**src/rtl/link_ctl_pkg.sv**
```systemverilog
// Register map, field layout, reset values and timing counts of the serializer link control bank.
package link_ctl_pkg;
	// Register byte offsets.
	localparam logic [7:0] ADDR_GEN_CFG = 8'h03;
	localparam logic [7:0] ADDR_FMT = 8'h05;
	localparam logic [7:0] ADDR_RX_ID = 8'h06;
	localparam logic [7:0] ADDR_RX_ALIAS = 8'h07;
	localparam logic [7:0] ADDR_TGT_ID = 8'h08;
	localparam logic [7:0] ADDR_TGT_ALIAS = 8'h09;
	localparam logic [7:0] ADDR_CRC_LO = 8'h0A;
	localparam logic [7:0] ADDR_CRC_HI = 8'h0B;
	localparam logic [7:0] ADDR_STATUS = 8'h0C;
	localparam logic [7:0] ADDR_GPO01 = 8'h0D;
	localparam logic [7:0] ADDR_GPO23 = 8'h0E;
	localparam logic [7:0] ADDR_MASTER = 8'h0F;
	localparam logic [7:0] ADDR_PLL_OVR = 8'h35;
	// Reset values of the writable registers.
	localparam logic [7:0] RST_GEN_CFG = 8'hC5;
	localparam logic [7:0] RST_FMT = 8'h00;
	localparam logic [7:0] RST_ID = 8'h00;
	localparam logic [7:0] RST_GPO01 = 8'h55;
	localparam logic [7:0] RST_GPO23 = 8'h35;
	localparam logic [7:0] RST_MASTER = 8'h00;
	localparam logic [7:0] RST_PLL_OVR = 8'h01;
	// Writable bit masks; other bits read back as status or zero.
	localparam logic [7:0] FMT_WMASK = 8'hE3;
	localparam logic [7:0] MASTER_WMASK = 8'h1F;
	localparam logic [7:0] PLL_WMASK = 8'hF3;
	// General configuration fields.
	localparam int CFG_CRC_EN = 7;
	localparam int CFG_PARITY_EN = 6;
	localparam int CFG_CRC_RST = 5;
	localparam int CFG_AUTO_ACK = 4;
	localparam int CFG_PASS_ALL = 3;
	localparam int CFG_PASS_EN = 2;
	localparam int CFG_PLL_OVR = 1;
	localparam int CFG_EDGE = 0;
	// Transmit format fields.
	localparam int FMT_OVR = 5;
	localparam int FMT_CUR = 4;
	localparam int FMT_PIN12 = 3;
	localparam int FMT_PIN10 = 2;
	// Identifier registers keep the freeze flag in bit 0.
	localparam int ID_FREEZE = 0;
	// Per-output nibble fields of the general output registers.
	localparam int GPO_VAL = 3;
	localparam int GPO_REM = 2;
	localparam int GPO_DIR = 1;
	localparam int GPO_EN = 0;
	// Local bus master fields.
	localparam int MST_DLY_LSB = 3;
	localparam int MST_LWD = 2;
	localparam int MST_SPEED = 1;
	localparam int MST_WD_DIS = 0;
	// Clock source override fields.
	localparam int PLL_PIN = 3;
	localparam int PLL_EXT = 1;
	localparam int PLL_OSC = 0;
	// Status fields.
	localparam int ST_REV_LSB = 5;
	localparam int ST_LOCK = 4;
	localparam int ST_BIST = 3;
	localparam int ST_PCLK = 2;
	localparam int ST_DES_ERR = 1;
	localparam int ST_LINK = 0;
	// Revision code; this value is arbitrary.
	localparam logic [2:0] SILICON_REVISION = 3'h5;
	// Clock source encodings driven to the PLL.
	localparam logic [1:0] PLL_SRC_PCLK = 2'h0;
	localparam logic [1:0] PLL_SRC_EXT = 2'h1;
	localparam logic [1:0] PLL_SRC_OSC = 2'h2;
	// Timing, in nanoseconds and in cycles of the 10 MHz clock.
	localparam int CLK_PERIOD_NS = 100;
	localparam int PCLK_LOSS_NS = 2000;
	localparam int PCLK_LOSS_CYC = (PCLK_LOSS_NS + CLK_PERIOD_NS - 1) / CLK_PERIOD_NS;
	localparam int WDOG_LONG_NS = 1000000000;
	localparam int WDOG_LONG_CYC = WDOG_LONG_NS / CLK_PERIOD_NS;
	localparam int WDOG_SHORT_NS = 50000;
	localparam int WDOG_SHORT_CYC = WDOG_SHORT_NS / CLK_PERIOD_NS;
	localparam int RECOVER_HALF_NS = 5000;
	localparam int RECOVER_HALF_CYC = (RECOVER_HALF_NS + CLK_PERIOD_NS - 1) / CLK_PERIOD_NS;
	localparam int RECOVER_PULSES = 9;
endpackage

```
**src/rtl/pin_sync.sv**
```systemverilog
// Two-stage synchroniser for a group of asynchronous pins.
`timescale 1ns/10ps
`default_nettype none
module pin_sync #(
	parameter int WIDTH = 1
) (
	input wire logic mclk_in,
	input wire logic rst_n_in,
	input wire logic ce_in,
	input wire logic [WIDTH-1:0] async_in,
	output logic [WIDTH-1:0] sync_out
);
	logic [WIDTH-1:0] meta_ff;

	// Only the second stage is visible to the rest of the block.
	always_ff @(posedge mclk_in or negedge rst_n_in) begin
		if (!rst_n_in) begin
			meta_ff <= '0;
			sync_out <= '0;
		end else if (ce_in) begin
			meta_ff <= async_in;
			sync_out <= meta_ff;
		end
	end
endmodule
`default_nettype wire

```
**src/rtl/bus_watchdog.sv**
```systemverilog
// Local bus watchdog: idle detection and nine-clock recovery of a stuck bus.
`timescale 1ns/10ps
`default_nettype none
module bus_watchdog
	import link_ctl_pkg::*;
#(
	parameter int LONG_CYC = link_ctl_pkg::WDOG_LONG_CYC,
	parameter int SHORT_CYC = link_ctl_pkg::WDOG_SHORT_CYC,
	parameter int HALF_CYC = link_ctl_pkg::RECOVER_HALF_CYC
) (
	input wire logic mclk_in,
	input wire logic rst_n_in,
	input wire logic ce_in,
	input wire logic scl_in,
	input wire logic sda_in,
	input wire logic disable_in,
	input wire logic speedup_in,
	output logic bus_free_out,
	output logic scl_oe_out
);
	typedef enum logic [1:0] {
		WD_IDLE = 2'b00,
		WD_LOW = 2'b01,
		WD_HIGH = 2'b11
	} wd_state_t;

	localparam logic [23:0] LIM_LONG = 24'(LONG_CYC - 1);
	localparam logic [23:0] LIM_SHORT = 24'(SHORT_CYC - 1);
	localparam logic [23:0] LIM_HALF = 24'(HALF_CYC - 1);
	localparam logic [3:0] LAST_PULSE = 4'(RECOVER_PULSES - 1);

	wd_state_t state_ff;
	wd_state_t nxt_state;
	logic [23:0] cnt_ff;
	logic [3:0] pulse_ff;
	logic scl_d_ff;
	logic sda_d_ff;

	wire activity = (scl_in != scl_d_ff) || (sda_in != sda_d_ff);
	wire [23:0] limit = speedup_in ? LIM_SHORT : LIM_LONG;
	wire expired = (cnt_ff == limit) && !disable_in;
	wire half_done = (cnt_ff == LIM_HALF);

	// Idle bus with data high is free; with data low it is recovered by clocking.
	always_comb begin
		nxt_state = state_ff;
		unique case (state_ff)
			WD_IDLE: begin
				if (expired && !sda_in) begin
					nxt_state = WD_LOW;
				end
			end
			WD_LOW: begin
				if (half_done) begin
					nxt_state = WD_HIGH;
				end
			end
			WD_HIGH: begin
				if (half_done) begin
					nxt_state = (pulse_ff == LAST_PULSE) ? WD_IDLE : WD_LOW;
				end
			end
			default: begin
				nxt_state = WD_IDLE;
			end
		endcase
	end

	// Our own recovery clocks are not counted as bus activity.
	always_ff @(posedge mclk_in or negedge rst_n_in) begin
		if (!rst_n_in) begin
			state_ff <= WD_IDLE;
			cnt_ff <= '0;
			pulse_ff <= '0;
			scl_d_ff <= 1'b1;
			sda_d_ff <= 1'b1;
			bus_free_out <= 1'b0;
			scl_oe_out <= 1'b0;
		end else if (ce_in) begin
			state_ff <= nxt_state;
			scl_d_ff <= scl_in;
			sda_d_ff <= sda_in;
			bus_free_out <= (state_ff == WD_IDLE) && expired && sda_in;
			scl_oe_out <= (nxt_state == WD_LOW);
			if (state_ff == WD_IDLE) begin
				cnt_ff <= (activity || expired || disable_in) ? 24'h000000 : cnt_ff + 24'h000001;
				pulse_ff <= '0;
			end else begin
				cnt_ff <= half_done ? 24'h000000 : cnt_ff + 24'h000001;
				if (state_ff == WD_HIGH && half_done) begin
					pulse_ff <= pulse_ff + 4'h1;
				end
			end
		end
	end
endmodule
`default_nettype wire

```
**src/rtl/serializer_link_control_regs.sv**
```systemverilog
// Control and status register bank of the serializer link, with address routing and output pins.
//
// Operation
// CRC checker runs only while enabled, reset on
// Parity generator runs only while enabled, reset on
// CRC reset bit holds counters clear until zero
// Auto-acknowledge remote writes when enabled and locked
// Pass-all forwards foreign addresses, remapped to receiver
// Alias forwarding only while pass-through enabled
// Override bit selects PLL source from register
// Edge select picks rising or falling pixel edge
// Format override replaces back-channel format; status readable
// Software sets exactly one format bit when overriding
// Receiver ID autoloads on lock unless frozen
// Receiver alias match remaps to receiver ID
// Target alias match remaps to target ID
// Sixteen-bit CRC error counter, low then high
// Status shows lock, self-test error, pixel clock, link
// Remote error flag sets on CRC error, clears
// General outputs: enable, remote source, direction
// Two-bit SDA output delay in 50 ns steps
// Local write disable rejects control-channel writes
// Watchdog expires after one second or 50 us
// Idle frees bus; stuck data gets nine clocks
// Full digital reset restores all registers
// CRC counter saturates instead of wrapping
`timescale 1ns/10ps
`default_nettype none
module serializer_link_control_regs #(
	parameter int WDOG_LONG_CYC = link_ctl_pkg::WDOG_LONG_CYC,
	parameter int WDOG_SHORT_CYC = link_ctl_pkg::WDOG_SHORT_CYC,
	parameter int RECOVER_HALF_CYC = link_ctl_pkg::RECOVER_HALF_CYC,
	parameter int PCLK_LOSS_CYC = link_ctl_pkg::PCLK_LOSS_CYC
) (
	input wire logic mclk_in,
	input wire logic rst_n_in,
	input wire logic ce_in,
	input wire logic soft_reset_in,
	input wire logic reg_wr_in,
	input wire logic reg_rd_in,
	input wire logic reg_remote_in,
	input wire logic [7:0] reg_addr_in,
	input wire logic [7:0] reg_wdata_in,
	output logic [7:0] reg_rdata_out,
	output logic reg_rvalid_out,
	output logic reg_wr_rejected_out,
	input wire logic req_valid_in,
	input wire logic req_write_in,
	input wire logic [6:0] req_addr_in,
	input wire logic [6:0] own_id_in,
	output logic fwd_valid_out,
	output logic [6:0] fwd_addr_out,
	output logic fwd_auto_ack_out,
	output logic local_hit_out,
	output logic req_drop_out,
	input wire logic crc_err_in,
	input wire logic bist_mode_in,
	output logic crc_check_en_out,
	output logic parity_gen_en_out,
	input wire logic rx_lock_pin_in,
	input wire logic link_pin_in,
	input wire logic pclk_in,
	input wire logic mode_osc_pin_in,
	input wire logic [1:0] mode_fmt_pin_in,
	input wire logic rx_id_valid_in,
	input wire logic [6:0] rx_id_in,
	input wire logic bc_fmt_valid_in,
	input wire logic [1:0] bc_fmt_in,
	input wire logic [3:0] remote_gpo_in,
	input wire logic general_output_3_pin_in,
	output logic [3:0] gpo_out,
	output logic [3:0] gpo_oe_out,
	output logic general_output_3_sampled_out,
	output logic [1:0] pll_src_out,
	output logic pixel_strobe_out,
	output logic [1:0] tx_format_out,
	output logic [1:0] sda_delay_sel_out,
	input wire logic scl_pin_in,
	input wire logic sda_pin_in,
	output logic scl_out,
	output logic scl_oe_out,
	output logic bus_free_out
);
	import link_ctl_pkg::*;

	// Address compare that treats a zero identifier as a disabled path.
	function automatic logic addr_hit(input logic [6:0] addr, input logic [6:0] id);
		addr_hit = (id != 7'h00) && (addr == id);
	endfunction

	logic [7:0] cfg_ff;
	logic [7:0] fmt_ff;
	logic [7:0] rx_id_ff;
	logic [7:0] rx_alias_ff;
	logic [7:0] tgt_id_ff;
	logic [7:0] tgt_alias_ff;
	logic [7:0] gpo01_ff;
	logic [7:0] gpo23_ff;
	logic [7:0] master_ff;
	logic [7:0] pll_ff;
	logic [15:0] crc_cnt_ff;
	logic des_err_ff;
	logic bist_err_ff;
	logic fmt_cur_ff;
	logic [1:0] bc_fmt_ff;
	logic pclk_d_ff;
	logic pclk_ok_ff;
	logic [7:0] pclk_idle_ff;
	logic [8:0] pins_s;
	logic wd_scl_oe;
	logic wd_bus_free;

	// Every pin from outside this clock domain, pixel clock included, is synchronised first.
	pin_sync #(
		.WIDTH(9)
	) u_pin_sync (
		.mclk_in(mclk_in),
		.rst_n_in(rst_n_in),
		.ce_in(ce_in),
		.async_in({rx_lock_pin_in, link_pin_in, pclk_in, mode_osc_pin_in, mode_fmt_pin_in, general_output_3_pin_in,
			scl_pin_in, sda_pin_in}),
		.sync_out(pins_s)
	);

	wire lock_s = pins_s[8];
	wire link_s = pins_s[7];
	wire pclk_s = pins_s[6];
	wire osc_pin_s = pins_s[5];
	wire [1:0] fmt_pin_s = pins_s[4:3];
	wire general_output_3_s = pins_s[2];
	wire scl_s = pins_s[1];
	wire sda_s = pins_s[0];

	// Watchdog on the local bus; its recovery clocks drive the clock pin low.
	bus_watchdog #(
		.LONG_CYC(WDOG_LONG_CYC),
		.SHORT_CYC(WDOG_SHORT_CYC),
		.HALF_CYC(RECOVER_HALF_CYC)
	) u_bus_watchdog (
		.mclk_in(mclk_in),
		.rst_n_in(rst_n_in),
		.ce_in(ce_in),
		.scl_in(scl_s),
		.sda_in(sda_s),
		.disable_in(master_ff[MST_WD_DIS]),
		.speedup_in(master_ff[MST_SPEED]),
		.bus_free_out(wd_bus_free),
		.scl_oe_out(wd_scl_oe)
	);

	// Register write decode; writes from across the control channel may be locked out.
	wire wr_block = reg_remote_in && master_ff[MST_LWD];
	wire wr_ok = reg_wr_in && !wr_block;
	wire wr_cfg = wr_ok && (reg_addr_in == ADDR_GEN_CFG);
	wire wr_fmt = wr_ok && (reg_addr_in == ADDR_FMT);
	wire wr_rx_id = wr_ok && (reg_addr_in == ADDR_RX_ID);
	wire wr_rx_alias = wr_ok && (reg_addr_in == ADDR_RX_ALIAS);
	wire wr_tgt_id = wr_ok && (reg_addr_in == ADDR_TGT_ID);
	wire wr_tgt_alias = wr_ok && (reg_addr_in == ADDR_TGT_ALIAS);
	wire wr_gpo01 = wr_ok && (reg_addr_in == ADDR_GPO01);
	wire wr_gpo23 = wr_ok && (reg_addr_in == ADDR_GPO23);
	wire wr_master = wr_ok && (reg_addr_in == ADDR_MASTER);
	wire wr_pll = wr_ok && (reg_addr_in == ADDR_PLL_OVR);

	// Read-only views assembled from live state.
	wire [7:0] status_view = {SILICON_REVISION, lock_s, bist_err_ff, pclk_ok_ff, des_err_ff, link_s};
	wire [7:0] fmt_view = (fmt_ff & FMT_WMASK) | {3'h0, fmt_cur_ff, fmt_pin_s[1], fmt_pin_s[0], 2'h0};
	wire [7:0] pll_view = (pll_ff & PLL_WMASK) | {4'h0, osc_pin_s, 3'h0};
	wire [7:0] rd_mux = (reg_addr_in == ADDR_GEN_CFG) ? cfg_ff :
		(reg_addr_in == ADDR_FMT) ? fmt_view :
		(reg_addr_in == ADDR_RX_ID) ? rx_id_ff :
		(reg_addr_in == ADDR_RX_ALIAS) ? rx_alias_ff :
		(reg_addr_in == ADDR_TGT_ID) ? tgt_id_ff :
		(reg_addr_in == ADDR_TGT_ALIAS) ? tgt_alias_ff :
		(reg_addr_in == ADDR_CRC_LO) ? crc_cnt_ff[7:0] :
		(reg_addr_in == ADDR_CRC_HI) ? crc_cnt_ff[15:8] :
		(reg_addr_in == ADDR_STATUS) ? status_view :
		(reg_addr_in == ADDR_GPO01) ? gpo01_ff :
		(reg_addr_in == ADDR_GPO23) ? gpo23_ff :
		(reg_addr_in == ADDR_MASTER) ? (master_ff & MASTER_WMASK) :
		(reg_addr_in == ADDR_PLL_OVR) ? pll_view : 8'h00;

	// Read data is registered one cycle after the strobe.
	always_ff @(posedge mclk_in or negedge rst_n_in) begin
		if (!rst_n_in) begin
			reg_rdata_out <= 8'h00;
			reg_rvalid_out <= 1'b0;
			reg_wr_rejected_out <= 1'b0;
		end else if (ce_in) begin
			reg_rvalid_out <= reg_rd_in;
			reg_rdata_out <= reg_rd_in ? rd_mux : reg_rdata_out;
			reg_wr_rejected_out <= reg_wr_in && wr_block;
		end
	end

	// Configuration registers; the soft digital reset returns them all to defaults.
	always_ff @(posedge mclk_in or negedge rst_n_in) begin
		if (!rst_n_in) begin
			cfg_ff <= RST_GEN_CFG;
			fmt_ff <= RST_FMT;
			rx_alias_ff <= RST_ID;
			tgt_id_ff <= RST_ID;
			tgt_alias_ff <= RST_ID;
			gpo01_ff <= RST_GPO01;
			gpo23_ff <= RST_GPO23;
			master_ff <= RST_MASTER;
			pll_ff <= RST_PLL_OVR;
		end else if (ce_in) begin
			if (soft_reset_in) begin
				cfg_ff <= RST_GEN_CFG;
				fmt_ff <= RST_FMT;
				rx_alias_ff <= RST_ID;
				tgt_id_ff <= RST_ID;
				tgt_alias_ff <= RST_ID;
				gpo01_ff <= RST_GPO01;
				gpo23_ff <= RST_GPO23;
				master_ff <= RST_MASTER;
				pll_ff <= RST_PLL_OVR;
			end else begin
				cfg_ff <= wr_cfg ? reg_wdata_in : cfg_ff;
				fmt_ff <= wr_fmt ? (reg_wdata_in & FMT_WMASK) : fmt_ff;
				rx_alias_ff <= wr_rx_alias ? reg_wdata_in : rx_alias_ff;
				tgt_id_ff <= wr_tgt_id ? reg_wdata_in : tgt_id_ff;
				tgt_alias_ff <= wr_tgt_alias ? reg_wdata_in : tgt_alias_ff;
				gpo01_ff <= wr_gpo01 ? reg_wdata_in : gpo01_ff;
				gpo23_ff <= wr_gpo23 ? reg_wdata_in : gpo23_ff;
				master_ff <= wr_master ? (reg_wdata_in & MASTER_WMASK) : master_ff;
				pll_ff <= wr_pll ? (reg_wdata_in & PLL_WMASK) : pll_ff;
			end
		end
	end

	// Receiver ID: software write first, else the control channel loads it after lock.
	always_ff @(posedge mclk_in or negedge rst_n_in) begin
		if (!rst_n_in) begin
			rx_id_ff <= RST_ID;
		end else if (ce_in) begin
			if (soft_reset_in) begin
				rx_id_ff <= RST_ID;
			end else if (wr_rx_id) begin
				rx_id_ff <= reg_wdata_in;
			end else if (rx_id_valid_in && lock_s && !rx_id_ff[ID_FREEZE]) begin
				rx_id_ff <= {rx_id_in, rx_id_ff[ID_FREEZE]};
			end
		end
	end

	// Error accounting. The clear bit is a level, so counters stay at zero while it is held.
	wire crc_rst = cfg_ff[CFG_CRC_RST];
	wire crc_seen = crc_err_in && cfg_ff[CFG_CRC_EN];
	wire crc_normal = crc_seen && !bist_mode_in;
	wire crc_bist = crc_seen && bist_mode_in;

	always_ff @(posedge mclk_in or negedge rst_n_in) begin
		if (!rst_n_in) begin
			crc_cnt_ff <= 16'h0000;
			des_err_ff <= 1'b0;
			bist_err_ff <= 1'b0;
		end else if (ce_in) begin
			if (soft_reset_in || crc_rst) begin
				crc_cnt_ff <= 16'h0000;
			end else if (crc_normal && crc_cnt_ff != 16'hFFFF) begin
				crc_cnt_ff <= crc_cnt_ff + 16'h0001;
			end
			// A new error wins over a clear in the same cycle.
			des_err_ff <= crc_normal || (des_err_ff && link_s && !crc_rst && !soft_reset_in);
			bist_err_ff <= crc_bist || (bist_err_ff && !crc_rst && !soft_reset_in);
		end
	end

	// Transmit format from the back channel, or from software when overridden.
	always_ff @(posedge mclk_in or negedge rst_n_in) begin
		if (!rst_n_in) begin
			bc_fmt_ff <= 2'h0;
			fmt_cur_ff <= 1'b0;
			tx_format_out <= 2'h0;
		end else if (ce_in) begin
			bc_fmt_ff <= bc_fmt_valid_in ? bc_fmt_in : bc_fmt_ff;
			fmt_cur_ff <= bc_fmt_valid_in || (fmt_cur_ff && lock_s && !soft_reset_in);
			// Only one bit may be set when overriding; the pair is passed on as written.
			tx_format_out <= fmt_ff[FMT_OVR] ? fmt_ff[1:0] : bc_fmt_ff;
		end
	end

	// Pixel clock edge detection and loss timeout, both on the synchronised copy.
	wire pclk_rise = pclk_s && !pclk_d_ff;
	wire pclk_fall = !pclk_s && pclk_d_ff;
	localparam logic [7:0] PCLK_LIMIT = 8'(PCLK_LOSS_CYC);

	always_ff @(posedge mclk_in or negedge rst_n_in) begin
		if (!rst_n_in) begin
			pclk_d_ff <= 1'b0;
			pclk_idle_ff <= 8'h00;
			pclk_ok_ff <= 1'b0;
			pixel_strobe_out <= 1'b0;
		end else if (ce_in) begin
			pclk_d_ff <= pclk_s;
			pixel_strobe_out <= cfg_ff[CFG_EDGE] ? pclk_rise : pclk_fall;
			if (pclk_rise) begin
				pclk_idle_ff <= 8'h00;
				pclk_ok_ff <= 1'b1;
			end else if (pclk_idle_ff == PCLK_LIMIT) begin
				pclk_ok_ff <= 1'b0;
			end else begin
				pclk_idle_ff <= pclk_idle_ff + 8'h01;
			end
		end
	end

	// Address routing of local bus requests toward the remote side.
	wire [6:0] rx_id = rx_id_ff[7:1];
	wire [6:0] tgt_id = tgt_id_ff[7:1];
	wire pass_en = cfg_ff[CFG_PASS_EN];
	wire pass_all = cfg_ff[CFG_PASS_ALL];
	wire own_hit = (req_addr_in == own_id_in);
	wire rx_alias_hit = addr_hit(req_addr_in, rx_alias_ff[7:1]) && (rx_id != 7'h00);
	wire tgt_alias_hit = addr_hit(req_addr_in, tgt_alias_ff[7:1]) && (tgt_id != 7'h00);
	wire rx_direct = addr_hit(req_addr_in, rx_id);
	wire tgt_direct = addr_hit(req_addr_in, tgt_id);
	wire to_receiver = rx_alias_hit || rx_direct || (pass_all && rx_id != 7'h00);
	wire fwd = pass_en && !own_hit && (to_receiver || tgt_alias_hit || tgt_direct);
	wire [6:0] fwd_addr = tgt_alias_hit ? tgt_id : (rx_alias_hit || rx_direct || pass_all) ? rx_id : req_addr_in;
	wire auto_ack = req_write_in && cfg_ff[CFG_AUTO_ACK] && lock_s && to_receiver;

	always_ff @(posedge mclk_in or negedge rst_n_in) begin
		if (!rst_n_in) begin
			fwd_valid_out <= 1'b0;
			fwd_addr_out <= 7'h00;
			fwd_auto_ack_out <= 1'b0;
			local_hit_out <= 1'b0;
			req_drop_out <= 1'b0;
		end else if (ce_in) begin
			fwd_valid_out <= req_valid_in && fwd;
			fwd_addr_out <= (req_valid_in && fwd) ? fwd_addr : fwd_addr_out;
			fwd_auto_ack_out <= req_valid_in && fwd && auto_ack;
			local_hit_out <= req_valid_in && own_hit;
			req_drop_out <= req_valid_in && !own_hit && !fwd;
		end
	end

	// General output nibbles, one per pin; only the fourth has a direction bit.
	wire [3:0] gpo_cfg [4];
	assign gpo_cfg[0] = gpo01_ff[3:0];
	assign gpo_cfg[1] = gpo01_ff[7:4];
	assign gpo_cfg[2] = gpo23_ff[3:0];
	assign gpo_cfg[3] = gpo23_ff[7:4];

	always_ff @(posedge mclk_in or negedge rst_n_in) begin
		if (!rst_n_in) begin
			gpo_out <= 4'h0;
			gpo_oe_out <= 4'h0;
		end else if (ce_in) begin
			for (int i = 0; i < 4; i++) begin
				gpo_out[i] <= gpo_cfg[i][GPO_REM] ? remote_gpo_in[i] : gpo_cfg[i][GPO_VAL];
				gpo_oe_out[i] <= gpo_cfg[i][GPO_EN] && !(i == 3 && gpo_cfg[i][GPO_DIR]);
			end
		end
	end

	// Remaining registered outputs: enables, clock source, delay select and the bus pin.
	always_ff @(posedge mclk_in or negedge rst_n_in) begin
		if (!rst_n_in) begin
			crc_check_en_out <= 1'b1;
			parity_gen_en_out <= 1'b1;
			pll_src_out <= PLL_SRC_PCLK;
			sda_delay_sel_out <= 2'h0;
			general_output_3_sampled_out <= 1'b0;
			scl_out <= 1'b0;
			scl_oe_out <= 1'b0;
			bus_free_out <= 1'b0;
		end else if (ce_in) begin
			crc_check_en_out <= cfg_ff[CFG_CRC_EN];
			parity_gen_en_out <= cfg_ff[CFG_PARITY_EN];
			if (cfg_ff[CFG_PLL_OVR]) begin
				pll_src_out <= pll_ff[PLL_OSC] ? PLL_SRC_OSC : pll_ff[PLL_EXT] ? PLL_SRC_EXT : PLL_SRC_PCLK;
			end else begin
				pll_src_out <= osc_pin_s ? PLL_SRC_EXT : PLL_SRC_PCLK;
			end
			// The delay itself is produced by the bus pad logic; this only selects the step.
			sda_delay_sel_out <= master_ff[MST_DLY_LSB+1:MST_DLY_LSB];
			general_output_3_sampled_out <= general_output_3_s;
			scl_out <= 1'b0;
			scl_oe_out <= wd_scl_oe;
			bus_free_out <= wd_bus_free;
		end
	end
endmodule
`default_nettype wire

```
**config.mk**
```make
export PLATFORM = sky130hd
export DESIGN_NAME = serializer_link_control_regs
export DESIGN_NICKNAME = d
export VERILOG_FILES = /design/src/rtl/link_ctl_pkg.sv /design/src/rtl/pin_sync.sv /design/src/rtl/bus_watchdog.sv /design/src/rtl/serializer_link_control_regs.sv
export SDC_FILE = /design/constraint.sdc
export NUM_CORES = 1
export LEC_CHECK = 0
export BUFFER_PORTS_ARGS = -buffer_cell sky130_fd_sc_hd__buf_2
export CAP_MARGIN = 20
export CORE_MARGIN = 1
export CORE_UTILIZATION = 40
export CTS_CLUSTER_SIZE = 30
export DETAILED_ROUTE_END_ITERATION = 6
export MAX_ROUTING_LAYER = met4
export SYNTH_ARGS = -nofsm -noshare
export SYNTH_HDL_FRONTEND = slang
export SYNTH_HIERARCHICAL = 1
export SYNTH_SLANG_ARGS = --single-unit
export TNS_END_PERCENT = 10
```
**constraint.sdc**
```tcl
create_clock -name mclk_in -period 3.65 [get_ports mclk_in]
set_input_delay 0.73 -clock mclk_in [delete_from_list [all_inputs] [get_ports mclk_in]]
set_output_delay 0.73 -clock mclk_in [all_outputs]
set_load 0.05 [all_outputs]
```
# Word-level counts from Yosys, hierarchy flattened
# Index checks and enable logic that the tools add are counted.
dict set report word_totals {
  register_bits 201
  input_bits 65
}
dict set report classes {
  add_sub_neg 4
  n_eq_ne 29
  muxes 63
  n_bitwise 2
  n_reduce_logical 112
}
# op count
set ops {}
lappend ops {{2-to-1 mux 8 bit} 34}
lappend ops {{2-to-1 mux 24 bit} 4}
lappend ops {{== test 8 x 4 -> 1 bit, second input constant} 8}
lappend ops {{logical AND 1 bit} 51}
lappend ops {{AND reduction 2 bit} 18}
lappend ops {{== test 7 bit} 5}
lappend ops {{2-to-1 mux 16 bit} 2}
lappend ops {{nonzero test 7 bit} 4}
lappend ops {{nonzero test 2 bit} 13}
lappend ops {{adder 24 x 1 -> 24 bit, second input constant} 1}
lappend ops {{== test 24 bit} 1}
lappend ops {{== test 24 x 6 -> 1 bit, second input constant} 1}
lappend ops {{== test 8 x 3 -> 1 bit, second input constant} 3}
lappend ops {{adder 16 x 1 -> 16 bit, second input constant} 1}
lappend ops {{inequality test 16 bit, second input constant} 1}
lappend ops {{2-to-1 mux 7 bit} 2}
lappend ops {{logical NOT 1 bit} 12}
lappend ops {{logical OR 1 bit} 12}
lappend ops {{2-to-1 mux 2 bit} 6}
lappend ops {{2-to-1 mux 1 bit} 10}
lappend ops {{2-to-1 mux 5 bit} 2}
lappend ops {{adder 8 x 1 -> 8 bit, second input constant} 1}
lappend ops {{== test 8 x 2 -> 1 bit, second input constant} 1}
lappend ops {{== test 8 x 5 -> 1 bit, second input constant} 1}
lappend ops {{other kinds (13)} 16}

# Depth between registers and ports, before layout
dict set report logic_depth {
  ltp_word 14
  ltp_mapped 10
  mapped_depth_nobuf 8
}

# Hierarchy
# The synthesis kept the hierarchy.
# module instances cells_per_inst area_per_inst_um2
set modules_own_cells {}
lappend modules_own_cells {serializer_link_control_regs 1 810 8035.2}
lappend modules_own_cells {bus_watchdog 1 238 2074.5}
lappend modules_own_cells {pin_sync 1 38 721.9}

# Worst setup path before layout
# OpenSTA, ideal clock, no wires.
dict set report synth_path {
  path_kind {input to register}
  start {in reg_addr_in[4]}
  end {reg cfg_ff[1]}
  setup_ns 0.125
  t_arrival_ns 2.289
  required_ns 3.525
  slack_ns 1.236
  cell_stages 5
  n_path_buf 0
  path_cell_list {or4_4 > nor4_4 > a21oi_2 > nor2_4 > mux2_2}
}
dict set report synth_between {
  elab_chain_len 4
}
# item line_no
set synth_lines {}
lappend synth_lines {{start: declaration} serializer_link_control_regs.sv:42} ;# input wire logic [7:0] reg_addr_in,
lappend synth_lines {{== test 8 x 2 -> 1 bit} serializer_link_control_regs.sv:154} ;# wire wr_cfg = wr_ok && (reg_addr_in == ADDR_GEN_CFG);
lappend synth_lines {{logical AND 1 bit} serializer_link_control_regs.sv:154}
lappend synth_lines {{nonzero test 2 bit (no line)} n/a}
lappend synth_lines {{AND reduction 2 bit (no line)} n/a}
lappend synth_lines {{end signal: assignment} serializer_link_control_regs.sv:220} ;# cfg_ff <= wr_cfg ? reg_wdata_in : cfg_ff;
lappend synth_lines {{end: declaration} serializer_link_control_regs.sv:91} ;# logic [7:0] cfg_ff;
# Every way passes these cells.
# A chain may end at the register's enable or synchronous reset.

# Worst setup path after layout
dict set report layout_path {
  start {reg u_bus_watchdog.cnt_ff[13]}
  end {reg u_bus_watchdog.cnt_ff[3]}
}
dict set report layout_between {
  elab_chain_len 6
  elab_cells_between_ends 8
}
# item line_no
set layout_lines {}
lappend layout_lines {{start: declaration} bus_watchdog.sv:34} ;# logic [23:0] cnt_ff;
lappend layout_lines {{start signal: assignment} bus_watchdog.sv:86} ;# cnt_ff <= (activity || expired || disable_in) ? 24'h000000 : cnt_ff + 24'h000001;
lappend layout_lines {{start signal: assignment} bus_watchdog.sv:89} ;# cnt_ff <= half_done ? 24'h000000 : cnt_ff + 24'h000001;
lappend layout_lines {{== test 24 bit} bus_watchdog.sv:41} ;# wire expired = (cnt_ff == limit) && !disable_in;
lappend layout_lines {{logical AND 1 bit} bus_watchdog.sv:41}
lappend layout_lines {{logical OR 1 bit (2 in series)} bus_watchdog.sv:86}
lappend layout_lines {{2-to-1 mux 24 bit} bus_watchdog.sv:86}
lappend layout_lines {{2-to-1 mux 24 bit (*)} bus_watchdog.sv:85} ;# if (state_ff == WD_IDLE) begin
# Mark *: on every way between the ends. The rest lies on a longest branch, timed or not.

==> key figures <==
CTS
  • Clk sinks: just under 200
  • CTS Hold Bufs: 0
  • Clk root buf: clkbuf_16
  • Clk_lat worst skew: 0.44 ns
  • CTS tree: yes
  • CTS clk-pin slew, worst paths: 0.08 ns
  • Post-cts resize count: 0
  • Clock H-tree levels: 4
  • CTS Buf Count: 17
  • CTS max path bufs: 2
  • Postcts setup bufs: 0

STA
  • Worst setup margin: 0.906 ns
  • Final setup fails: 0
  • Worst slew pin tran: approximately 1.0 ns
  • Final-report hold violation count: 0
  • WHS: 0.279 ns
  • Tmin final: 2.74 ns
  • Final period util: 0.752
  • RSZ-0062 raised after global routing: no
  • Rel. slew slack: 0.316
  • Final Skew: 0.0132 ns
  • Peak Freq: approximately 0.36 GHz
  • Final Max Tran Viols: 0
  • Setup TNS: 0 ns

Logic synthesis
  • Avg Cell Area, Syn: between 9 and 10 um^2
  • Net Count, Synth: 1158
  • Post-synthesis cell type count: 89
  • Post-synthesis sequential area ratio: 0.455
  • Synthesized area: 10800 um^2
  • Number of synthesized register bits: 196
  • YS warnings: 6
  • Mapped Cells: roughly 1100
  • Post-synth EDFFs: 0
  • Post-synth top flop: dfrtp_1
  • Synth async-reset ratio: 1.00

Route
  • Pre-antenna DRT Iters: 7
  • Initial DRC count: slightly below 600
  • Vias per Instance: 5.78
  • DR vias: 8818
  • Drt wl/cell: 21.3 um
  • ANT nets after route: 0
  • Drt total wl: 32500 um
  • Drt drc: 8

Placement
  • HPWL Detailed: 23800 um
  • Pre-CTS setup slack: approximately 0.73 ns
  • Final Wtd Congestion: between 0.9 and 1
  • Placed insts: around 1500
  • Port bufs: 105

Pwr
  • Net Sw Frac: 0.335
  • Overall power: between 5000 and 6000 uW
  • Clock power frac: 0.326
  • Int Power: just under 4000 uW
  • Sequential power share: 0.456
  • Leak Pwr: ~0.0053 uW
  • Logic pwr share: 0.218
  • Max IR drop VDD: about 0.28 mV
  • Pwr dens: around 480 nW/um^2
  • Sw Pwr: 1990 uW

Die
  • Die area: 27700 um^2
  • Die width: around 170 um
  • Boundary Pins: 107
  • Initial core utilization: 0.412
  • Die Y: about 170 um
  • Core box area: 26300 um^2
  • Row count: 59

Critical path
  • Crit path from: u_bus_watchdog/cnt_ff[13]
  • CP max FO: 13
  • Startpoint Class: flop
  • Setup crit end kind: flop
  • Setup crit end: u_bus_watchdog/cnt_ff[3]
  • CP arrival: around 3 ns
  • Critical Setup Path Class: flop to flop
  • R2r setup slk: 0.91 ns
  • Worst reg2reg path endpoint: u_bus_watchdog/cnt_ff[3]
  • Worst-case reg-to-reg path depth: 6
  • FF-to-FF Start: u_bus_watchdog/cnt_ff[13]
  • CP required: around 4 ns

Global route
  • GRT overflow: 0
  • Antenna violations before repair: 4
  • Total track usage: 0.247
  • First-pass GRT wire length: about 51000 um
  • Largest net degree at the start of global routing: 61
  • Vias in the first global route: 8607

Status
  • Outcome: finished with violations
  • Violated checks: DRC

Min path
  • Hold Crit Class: input pin to async pin

Cells and area
  • Fin cells: around 1500
  • Nets@finish: ~1200
  • Register area: 4930 um^2
  • Most frequent cells in the layout: dfrtp_1, buf_2, nand2_1
  • Most common cell after layout, fill and taps aside: dfrtp_1
  • Synth-to-Final Area Change: 13.4%
  • Share of cells above drive strength 1: 0.245
  • Area of the multi-input gates: 5440 um^2
  • Fillers: ~2500

Flow run
  • Max Cap Viol: 0
[per-stage QoR]
stage	util	instance area, um^2
2_1_floorplan	-	10800
3_3_place_gp	0.444	11700
3_5_place_dp	0.444	11700
4_1_cts	0.467	12300
5_1_grt	0.467	12300
6_report	0.467	12300
[final cells by class]
| cell class | count | share of cell area |
|---|---|---|
| timing repair buffer | 132 | 0.0612 |
| tap | 335 | 0.0341 |
| sequential | 196 | 0.401 |
| clock inverter | 13 | 0.0122 |
| inverter | 39 | 0.0119 |
| clock buffer | 19 | 0.0361 |
| antenna | 4 | 0.000815 |
| multi-input combinational | 788 | 0.443 |
[worst min path at each step]
stage                                   to  cells past startpoint
3_5_place_dp                reg_rvalid_out                      1
5_1_grt        u_bus_watchdog/bus_free_out                      1
6_report       u_bus_watchdog/bus_free_out                      1
4_1_cts        u_bus_watchdog/bus_free_out                      1
2_1_floorplan                 bc_fmt_ff[0]                      0
3_3_place_gp                pll_src_out[0]                      1
[logic make-up after synthesis]
logic type               share of synthesized area
AO/OA/AOI/OAI                                0.171
XOR/XNOR                                    0.0429
adder cells (fa/ha/maj)                    0.00809
buffers and inverters                       0.0434
flip-flops                                   0.455
multiplexers                                 0.113
other                                     0.000346
AND/OR/NAND/NOR                              0.167
[registers in the layout (all words and copies together) (netlist names), 5 cells and up]
signal,flops
cfg_ff,8
gpo01_ff,8
pll_ff,6
rx_id_ff,8
crc_cnt_ff,16
pclk_idle_ff,8
rx_alias_ff,8
u_pin_sync/sync_out,9
tgt_id_ff,8
u_pin_sync/meta_ff,9
fmt_ff,5
reg_rdata_out,8
u_bus_watchdog/cnt_ff,24
master_ff,5
tgt_alias_ff,8
fwd_addr_out,7
gpo23_ff,8
[routing by layer]
metal / vias up / part of all wire / track usage
met3: 43 / 0.064 / 0.0442
li1: 4147 / - / -
met4: 0 / 0.023 / 0.0753
met1: 4313 / 0.43 / 0.321
met5: - / 0 / -
met2: 315 / 0.48 / 0.393
[synthesized netlist by cell type, types with 18 or more instances]
cell type  number  area, um^2
dfrtp_1       179        4480
inv_1          37         139
buf_2          21         105
mux2i_1        21         210
nor3_1         24         120
a21oi_1        50         250
nor2b_1        20         125
nor2_1         83         312
xor2_1         31         272
mux2_2         73         822
o21ai_0        70         350
xnor2_1        22         193
nand4_1        18         113
nand2_1        85         319
nand3_1        34         170
clkbuf_1       31         116
[power by group through the flow]
stage                     Combinational [uW]  Sequential, uW  Clock (uW)
after detailed placement                1290            2740           0
after global placement                  1270            2740           0
final                                   1300            2710        1940
after global routing                    1400            2740        2060
after CTS                               1300            2700        1990
after floorplan                          657            2930           0
[worst max-delay path, stage by stage, from the launching register on]
cell	delay, ns
dfrtp_1	0.46
or4_1	0.59
nor3_2	0.31
o2111a_1	0.37
o32a_1	0.57
or3_1	0.20
o221ai_1	0.10
Note: power is estimated with default switching activity, not from simulation.
